### config.mk
export PLATFORM = sky130hd
export DESIGN_NAME = cec_top
export DESIGN_NICKNAME = d
export VERILOG_FILES = /design/src/rtl/cec_pkg.sv /design/src/rtl/cec_edge_detect.sv /design/src/rtl/cec_top.sv
export SDC_FILE = /design/constraint.sdc
export NUM_CORES = 1
export LEC_CHECK = 0
export ABC_AREA = 0
export BUFFER_PORTS_ARGS = -buffer_cell sky130_fd_sc_hd__buf_2
export CAP_MARGIN = 20
export CORE_ASPECT_RATIO = 1.25
export CORE_MARGIN = 8
export CORE_UTILIZATION = 39
export CTS_CLUSTER_DIAMETER = 60
export DETAILED_ROUTE_END_ITERATION = 7
export PLACE_DENSITY = 0.9
export SYNTH_ARGS = -nofsm -noshare
export SYNTH_HDL_FRONTEND = slang
export SYNTH_SLANG_ARGS = --single-unit
### constraint.sdc
create_clock -name MCLK -period 1.26 [get_ports MCLK]
set_input_delay 0.252 -clock MCLK [delete_from_list [all_inputs] [get_ports MCLK]]
set_output_delay 0.252 -clock MCLK [all_outputs]
set_load 0.1 [all_outputs]
### src/rtl/cec_pkg.sv
package cec_pkg;
  // register map, one aligned word each
  localparam logic [11:0] CEC_CTRL_OFS     = 12'h000;
  localparam logic [11:0] CEC_STATUS_OFS   = 12'h004;
  localparam logic [11:0] CEC_ROUTE_OFS    = 12'h008;
  // control field positions
  localparam int CEC_RISE_BIT  = 7;
  localparam int CEC_FALL_BIT  = 6;
  localparam int CEC_PSEL_HI   = 5;
  localparam int CEC_PSEL_LO   = 4;
  localparam int CEC_NSEL_HI   = 1;
  localparam int CEC_NSEL_LO   = 0;
  // status field positions
  localparam int CEC_FLAG_BIT  = 0;
  localparam int CEC_RES_BIT   = 1;
  // writable bits of the control register (bits 3 and 2 unimplemented)
  localparam logic [7:0] CEC_CTRL_MASK  = 8'hF3;
  localparam logic [7:0] CEC_CTRL_RESET = 8'h00;
  // positive input codes
  localparam logic [1:0] CEC_P_PIN   = 2'h0;
  localparam logic [1:0] CEC_P_DAC   = 2'h1;
  localparam logic [1:0] CEC_P_FIXREF = 2'h2;
  // one-hot route selects
  localparam logic [2:0] CEC_PROUTE_NONE = 3'h0;
endpackage

### src/rtl/cec_edge_detect.sv
`timescale 1ns/10ps
`default_nettype none
// compares current and previous samples of the comparator result
module cec_edge_detect
  import cec_pkg::*;
(
  input  wire logic clk,
  input  wire logic rst_n,
  input  wire logic sample,
  output logic      rise,
  output logic      fall,
  output logic      level
);
  logic prev_q;
  logic prev_d;
  logic cur_q;
  logic cur_d;

  // next sample values
  always_comb begin
    cur_d  = sample;
    prev_d = cur_q;
  end

  // sample registers
  always_ff @(posedge clk or negedge rst_n) begin
    if (!rst_n) begin
      cur_q  <= 1'b0;
      prev_q <= 1'b0;
    end else begin
      cur_q  <= cur_d;
      prev_q <= prev_d;
    end
  end

  // edges from current versus previous sample
  assign rise  = cur_q & ~prev_q;
  assign fall  = ~cur_q & prev_q;
  assign level = cur_q;
endmodule
`default_nettype wire

### src/rtl/cec_top.sv
// Overview of operation
// rise enable set: rising result edge sets flag
// rise enable clear: rising edge ignored
// fall enable gates flag on falling edges
// positive select: pin, dac, fixed reference
// large variant: two-bit negative select, pins 0-3
// small variant: one-bit negative select, pins 0-1
// bits 3 and 2 read as zero
// flag sticky until cleared; sampled edge detect
//
// The placing of the registers and the APB register port were chosen for this implementation.
`timescale 1ns/10ps
`default_nettype none
module cec_top
  import cec_pkg::*;
#(
  parameter bit LARGE_VARIANT = 1'b1
)
(
  input  wire logic        MCLK,
  input  wire logic        RST_N,
  input  wire logic        PSEL,
  input  wire logic        PENABLE,
  input  wire logic        PWRITE,
  input  wire logic [11:0] PADDR,
  input  wire logic [31:0] PWDATA,
  input  wire logic [3:0]  PSTRB,
  output logic      [31:0] PRDATA,
  output logic             PREADY,
  output logic             PSLVERR,
  input  wire logic        COMPARATOR_RESULT_BIT,
  output logic             COMPARATOR_EVENT_FLAG,
  output logic      [2:0]  NONINVERTING_INPUT_NODE,
  output logic      [3:0]  INVERTING_INPUT_NODE
);
  logic [7:0]  ctrl_q;
  logic [7:0]  ctrl_d;
  logic        flag_q;
  logic        flag_d;
  logic [31:0] rdata_q;
  logic [31:0] rdata_d;
  logic [2:0]  proute_q;
  logic [2:0]  proute_d;
  logic [3:0]  nroute_q;
  logic [3:0]  nroute_d;
  logic        rise;
  logic        fall;
  logic        level;
  logic        wr_en;
  logic        rd_en;
  logic        hit;

  // decode of a register offset
  function automatic logic known_ofs(input logic [11:0] a);
    known_ofs = (a == CEC_CTRL_OFS) || (a == CEC_STATUS_OFS) || (a == CEC_ROUTE_OFS);
  endfunction

  // edge detector on the comparator result
  cec_edge_detect u_edge (
    .clk    (MCLK),
    .rst_n  (RST_N),
    .sample (COMPARATOR_RESULT_BIT),
    .rise   (rise),
    .fall   (fall),
    .level  (level)
  );

  // apb handshake: zero wait, error on unmapped offsets
  assign hit     = known_ofs(PADDR);
  assign wr_en   = PSEL & PENABLE & PWRITE & hit;
  assign rd_en   = PSEL & ~PENABLE & ~PWRITE;
  assign PREADY  = 1'b1;
  assign PSLVERR = PSEL & PENABLE & ~hit;

  // control register, flag and read data next values
  always_comb begin
    ctrl_d  = ctrl_q;
    flag_d  = flag_q;
    rdata_d = rdata_q;
    if (wr_en && PADDR == CEC_CTRL_OFS && PSTRB[0]) begin
      ctrl_d = PWDATA[7:0] & CEC_CTRL_MASK;
    end
    // write one to clear the flag
    if (wr_en && PADDR == CEC_STATUS_OFS && PSTRB[0] && PWDATA[CEC_FLAG_BIT]) begin
      flag_d = 1'b0;
    end
    // a set in the same cycle wins over the clear
    if (rise && ctrl_q[CEC_RISE_BIT]) begin
      flag_d = 1'b1;
    end
    if (fall && ctrl_q[CEC_FALL_BIT]) begin
      flag_d = 1'b1;
    end
    if (rd_en) begin
      rdata_d = 32'h0000_0000;
      unique case (PADDR)
        CEC_CTRL_OFS: begin
          rdata_d[7:0] = ctrl_q & CEC_CTRL_MASK;
        end
        CEC_STATUS_OFS: begin
          rdata_d[CEC_FLAG_BIT] = flag_q;
          rdata_d[CEC_RES_BIT]  = level;
        end
        CEC_ROUTE_OFS: begin
          rdata_d[2:0] = proute_q;
          rdata_d[7:4] = nroute_q;
        end
        default: begin
          rdata_d = 32'h0000_0000;
        end
      endcase
    end
  end

  // input routing as one-hot selects
  always_comb begin
    proute_d = CEC_PROUTE_NONE;
    unique case (ctrl_q[CEC_PSEL_HI:CEC_PSEL_LO])
      CEC_P_PIN: proute_d = 3'h1;
      CEC_P_DAC: proute_d = 3'h2;
      CEC_P_FIXREF: proute_d = 3'h4;
      default:   proute_d = CEC_PROUTE_NONE;
    endcase
    nroute_d = 4'h0;
    if (LARGE_VARIANT) begin
      nroute_d[ctrl_q[CEC_NSEL_HI:CEC_NSEL_LO]] = 1'b1;
    end else begin
      nroute_d[{1'b0, ctrl_q[CEC_NSEL_LO]}] = 1'b1;
    end
  end

  // state registers
  always_ff @(posedge MCLK or negedge RST_N) begin
    if (!RST_N) begin
      ctrl_q   <= CEC_CTRL_RESET;
      flag_q   <= 1'b0;
      rdata_q  <= 32'h0000_0000;
      proute_q <= 3'h1;
      nroute_q <= 4'h1;
    end else begin
      ctrl_q   <= ctrl_d;
      flag_q   <= flag_d;
      rdata_q  <= rdata_d;
      proute_q <= proute_d;
      nroute_q <= nroute_d;
    end
  end

  assign PRDATA                  = rdata_q;
  assign COMPARATOR_EVENT_FLAG   = flag_q;
  assign NONINVERTING_INPUT_NODE = proute_q;
  assign INVERTING_INPUT_NODE    = nroute_q;
endmodule
`default_nettype wire

### After elaboration in Yosys (flattened, before gate mapping)

Cells that the tools add are included.
W data, S select, Z words.

| storage, ports and cells | value |
|---|---|
| input port bits | 54 |
| register bits after elaboration | 23 |

| cells by class | value |
|---|---|
| magnitude comparators | 2 |
| reductions and logical operators | 13 |
| equality and inequality tests | 4 |
| multiplexer cells | 9 |
| bitwise operators | 13 |

Operators by type and width:

| operator | count |
|---|---|
| $eq A12 B3 Y1 const B | 1 |
| $eq A12 B4 Y1 const B | 1 |
| $logic_not A12 Y1 | 1 |
| $pmux W3 S3 | 1 |
| $and A1 B1 Y1 | 8 |
| $logic_and A1 B1 Y1 | 8 |
| $pmux W4 S2 | 1 |
| $pmux W2 S3 | 1 |
| $mux W1 | 5 |
| $not A1 Y1 | 5 |
| $lt A2 B3 Y1 const B | 1 |
| $reduce_bool A3 Y1 | 1 |
| $demux W1 S2 | 1 |
| $eq A2 B1 Y1 const B | 1 |
| $eq A2 B2 Y1 const B | 1 |
| $ge A2 B1 Y1 const B | 1 |
| $logic_not A2 Y1 | 1 |
| $logic_or A1 B1 Y1 | 2 |

### Depth between registers and ports, before layout

| depth | value |
|---|---|
| depth after elaboration | 10 |
| gate-level depth with buffers | 5 |

### Cells and area by module

From an unflattened synthesis, not the netlist that was laid out.

| unflattened totals | value |
|---|---|
| cell total of the unflattened synthesis | 109 |
| area, all modules | 1186.1 µm² |

By module, submodules not included:

| module | area an instance (µm²) | seq. area each (µm²) | cells each | instances |
|---|---|---|---|---|
| cec_top | 1121.1 | 528.0 | 105 | 1 |
| cec_edge_detect | 65.1 | 50.0 | 4 | 1 |

### Least setup slack after synthesis

Ideal clock, no wire load.

| timing path | value |
|---|---|
| kind | input to output |
| start | input PADDR[2] |
| end | output PSLVERR |
| arrival | 1.878 ns |
| slack | -0.870 ns |
| data required time | 1.008 ns |
| stages | 3 |
| cell sequence | clkbuf_1 a21oi_1 nor2_1 |

| between the ends | value |
|---|---|
| word-level cells in the longest chain between the ends | 5 |
| elaborated cells between the ends (all ways) | 7 |
| those cells by class | eq/ne: 2; bitwise: 2; reduce/logical: 3 |

RTL lines:

| item | RTL line | RTL |
|---|---|---|
| start, declared | cec_top.sv:25 | `input wire logic [11:0] PADDR,` |
| $eq A12 B3 Y1 or $logic_not A12 Y1 (tied branches) | cec_top.sv:55 | `known_ofs = (a == CEC_CTRL_OFS) \|\| (a == CEC_STATUS_OFS) \|\| (a == CEC_ROUTE_OFS);` |
| $logic_or A1 B1 Y1 | cec_top.sv:55 |  |
| $logic_or A1 B1 Y1 (*) | cec_top.sv:55 |  |
| $not A1 Y1 (*) | cec_top.sv:73 | `assign PSLVERR = PSEL & PENABLE & ~hit;` |
| $and A1 B1 Y1 (*) | cec_top.sv:73 |  |
| end, declared | cec_top.sv:30 | `output logic PSLVERR,` |

Mark *: on every way between the ends. The rest lies on a longest branch, timed or not.

### Final worst setup path

| timing path | value |
|---|---|
| start | input PADDR[5] |
| end | output PSLVERR |

Same word-level chain as after synthesis.

==> run metrics <==
post-detail-place hpwl 2240 um; Yosys reg bits 23; n_diodes 0; final non-filler cell area roughly 1800 um^2; status finished, violations left; Final setup viols 14; Clk pwr share a little over a fifth; Overflow after GRT 0; vias per std cell 4.60; most frequent cells in the layout conb_1 (26), dfrtp_1 (19), buf_2 (17); worst skew pair latency a little over 0.3 ns; Tcrit/Tclk final 115%; final wirelength around 3000 um; Critical Path Fanout Max 3; worst IR drop on VDD between 0.0007 and 0.0008 V; H-Tree Level Count 1; register area share after synthesis between 40 and 50%; first-pass GRT wire length ~4500 um; chip width 65.5 um; yosys warns 0; critical path's top delay family simple AND/OR/NAND/NOR gates; fraction of layout cells with a size suffix above 1 between 40% and 50%; Seq pwr share roughly 47%; clk root buf clkbuf_4; Syn Area/Cell ~11 um^2; Port Buffer Count 40; area growth from synthesis to layout 49.5%; placed cell areas approximately 1600 um^2; Setup Skew 0.0126 ns; Via Count about 880; Final ANT Viol Nets 0; final setup TNS -0.856 ns; RSZ-0062 raised after global routing yes; largest net degree at the start of global routing 24; crit path cell chain buf_6 -> nor4_4 -> nand3_2 -> a21oi_4 -> nor2_4 -> buf_12; Nets between 200 and 250; Initial Utilization around 40%; hold slack around 0.031 ns; GP Congestion ~0.8; first drt pass iteration count 4; Net Sw Frac 40.5%; Int Power ~940 uW; commonest non-fill, non-tap cell in the layout conb_1; IO Pins 96; min cycle time layout roughly 1.4 ns; final-layout fill cell count around 240; slowest stage delay, CP 0.27 ns; CP max-delay cell nor4_4; # DRC 0; LEAKAGE between 0.0008 and 0.0009 uW; violated checks setup timing; power per cell area ~900 nW/um^2; Core Box Area 2950 um^2; Max Clk Rate about 0.69 GHz; GR Util All Layers 10.9%; CP Buf/Inv Count 2; clk slew on worst S/H paths about 0.13 ns; Startpoint Class primary input; DR WL/cell around 16 um; Max-Cap Viols 0; CTS Buffer Depth 2; initial antenna violation count 0; clock sink total 23; die extent in y a little under 80 um; WP data required roughly 1 ns; CTS tree yes; total die area a little over 5000 um^2; post-synth cell types 24; P_sw 640 uW; power share of the combinational group a little under a third; number of global-route vias before repair roughly 950; final-report max-slew violation count 0; Worst Setup End Kind output pin; PnR worst setup slack -0.185 ns; hold crit path type in -> reg; num rows 22; critical path arrival roughly 1.2 ns; DRT iter0 DRCs 17; Place WS -0.598 ns; cell area after synthesis roughly 1200 um^2; cells after synthesis 106; total CTS buffers 3; kind of critical path in -> out; Fin. Hold Viols 0
[power groups by stage]
| stage | combinational, uW | clock [uW] | sequential, uW |
|---|---|---|---|
| global route | 510 | 363 | 745 |
| floorplan | 440 | 0 | 760 |
| detailed placement | 455 | 0 | 759 |
| global placement | 451 | 0 | 758 |
| finish | 496 | 337 | 745 |
| CTS | 487 | 339 | 745 |
[per-layer routing]
metal	track usage, %	wire, um	vias up
met4	3.28	17	0
met5	0	0	-
li1	-	-	405
met1	11.5	1090	425
met2	19.9	1620	45
met3	3.30	289	4
[worst register-to-register path, cell delays in order, from the launching register on]
cell     delay, ns
dfrtp_1       0.48
mux2i_1       0.10
nor2_1        0.11
a21oi_1       0.06
o31ai_1       0.25
[area by class of cell]
class                      instances  area, um^2  share of cell area (%)
multi-input combinational         78         564                    31.6
clock buffer                       3        22.5                    1.26
clock inverter                     1        5.00                   0.280
tap                               36        45.0                    2.52
timing repair buffer              50         569                    31.9
sequential                        23         581                    32.5
[timing repair]
item,4_1_cts,5_1_grt
setup endpoints to repair,12,14
gates resized for setup,19,2
cloned,0,0
pin swaps,7,5
hold buffers,1,0
setup buffers,2,0
hold endpoints to repair,21,0
[cells by family (layout without fill, tap and decap cells)]
group           after synthesis  in the layout  synth area share (%)
compound gates               12             12                  7.85
buf+inv                      29             54                  17.9
flops                        23             23                  48.4
mux                           8              8                  9.22
other cells                   2             26                 0.629
simple gates                 32             32                  16.0
[synth_stat cells]
cell      count  area, um^2
nor4b_2       1        15.0
and2_1        3        18.8
a221o_1       4        40.0
o211ai_1      1        7.51
mux2i_1       2        20.0
buf_4        26         195
dfstp_2       2        52.6
nor2_1        7        26.3
o31ai_1       3        22.5
mux2_4        6        90.1
nand3_2       1        10.0
conb_1        2        7.51
nor4_2        2        25.0
a21oi_1       3        15.0
clkbuf_1      2        7.51
nand3b_1      1        7.51
nor4_1        1        6.26
nor2b_1       5        31.3
a22o_1        1        8.76
or3_1         2        12.5
nand2_1       7        26.3
dfrtp_1      21         526
buf_6         1        11.3
and2_0        2        12.5
[metrics by stage]
stage	util [%]	instances	power (uW)
6_report	60.7	191	1580
5_1_grt	60.7	191	1620
4_1_cts	60.2	191	1570
3_5_place_dp	55.3	184	1210
3_3_place_gp	55.3	184	1210
2_1_floorplan	-	130	1200
[sequential cells by signal, summed over array words and instances, names as in the netlist]
name,count
PRDATA,7
u_edge.level,1
INVERTING_INPUT_NODE,4
ctrl_q,6
COMPARATOR_EVENT_FLAG,1
u_edge.prev_q,1
NONINVERTING_INPUT_NODE,3
[worst paths after layout]
path / startpoint / slack, ns / cells past startpoint / endpoint
min in group asynchronous: RST_N / 0.44 / 2 / INVERTING_INPUT_NODE[2]$_DFF_PN0_
max in group asynchronous: RST_N / 0.45 / 2 / NONINVERTING_INPUT_NODE[1]$_DFF_PN0_
worst max register to register: ctrl_q[1]$_DFFE_PN0P_ / 0.18 / 4 / PRDATA[1]$_DFFE_PN0P_
worst min register to register: u_edge.level$_DFF_PN0_ / 0.45 / 0 / u_edge.prev_q$_DFF_PN0_
worst min-delay path: COMPARATOR_RESULT_BIT / 0.03 / 1 / u_edge.level$_DFF_PN0_
worst max-delay path: PADDR[5] / -0.19 / 6 / PSLVERR
Power figures use the tool's default switching activity.
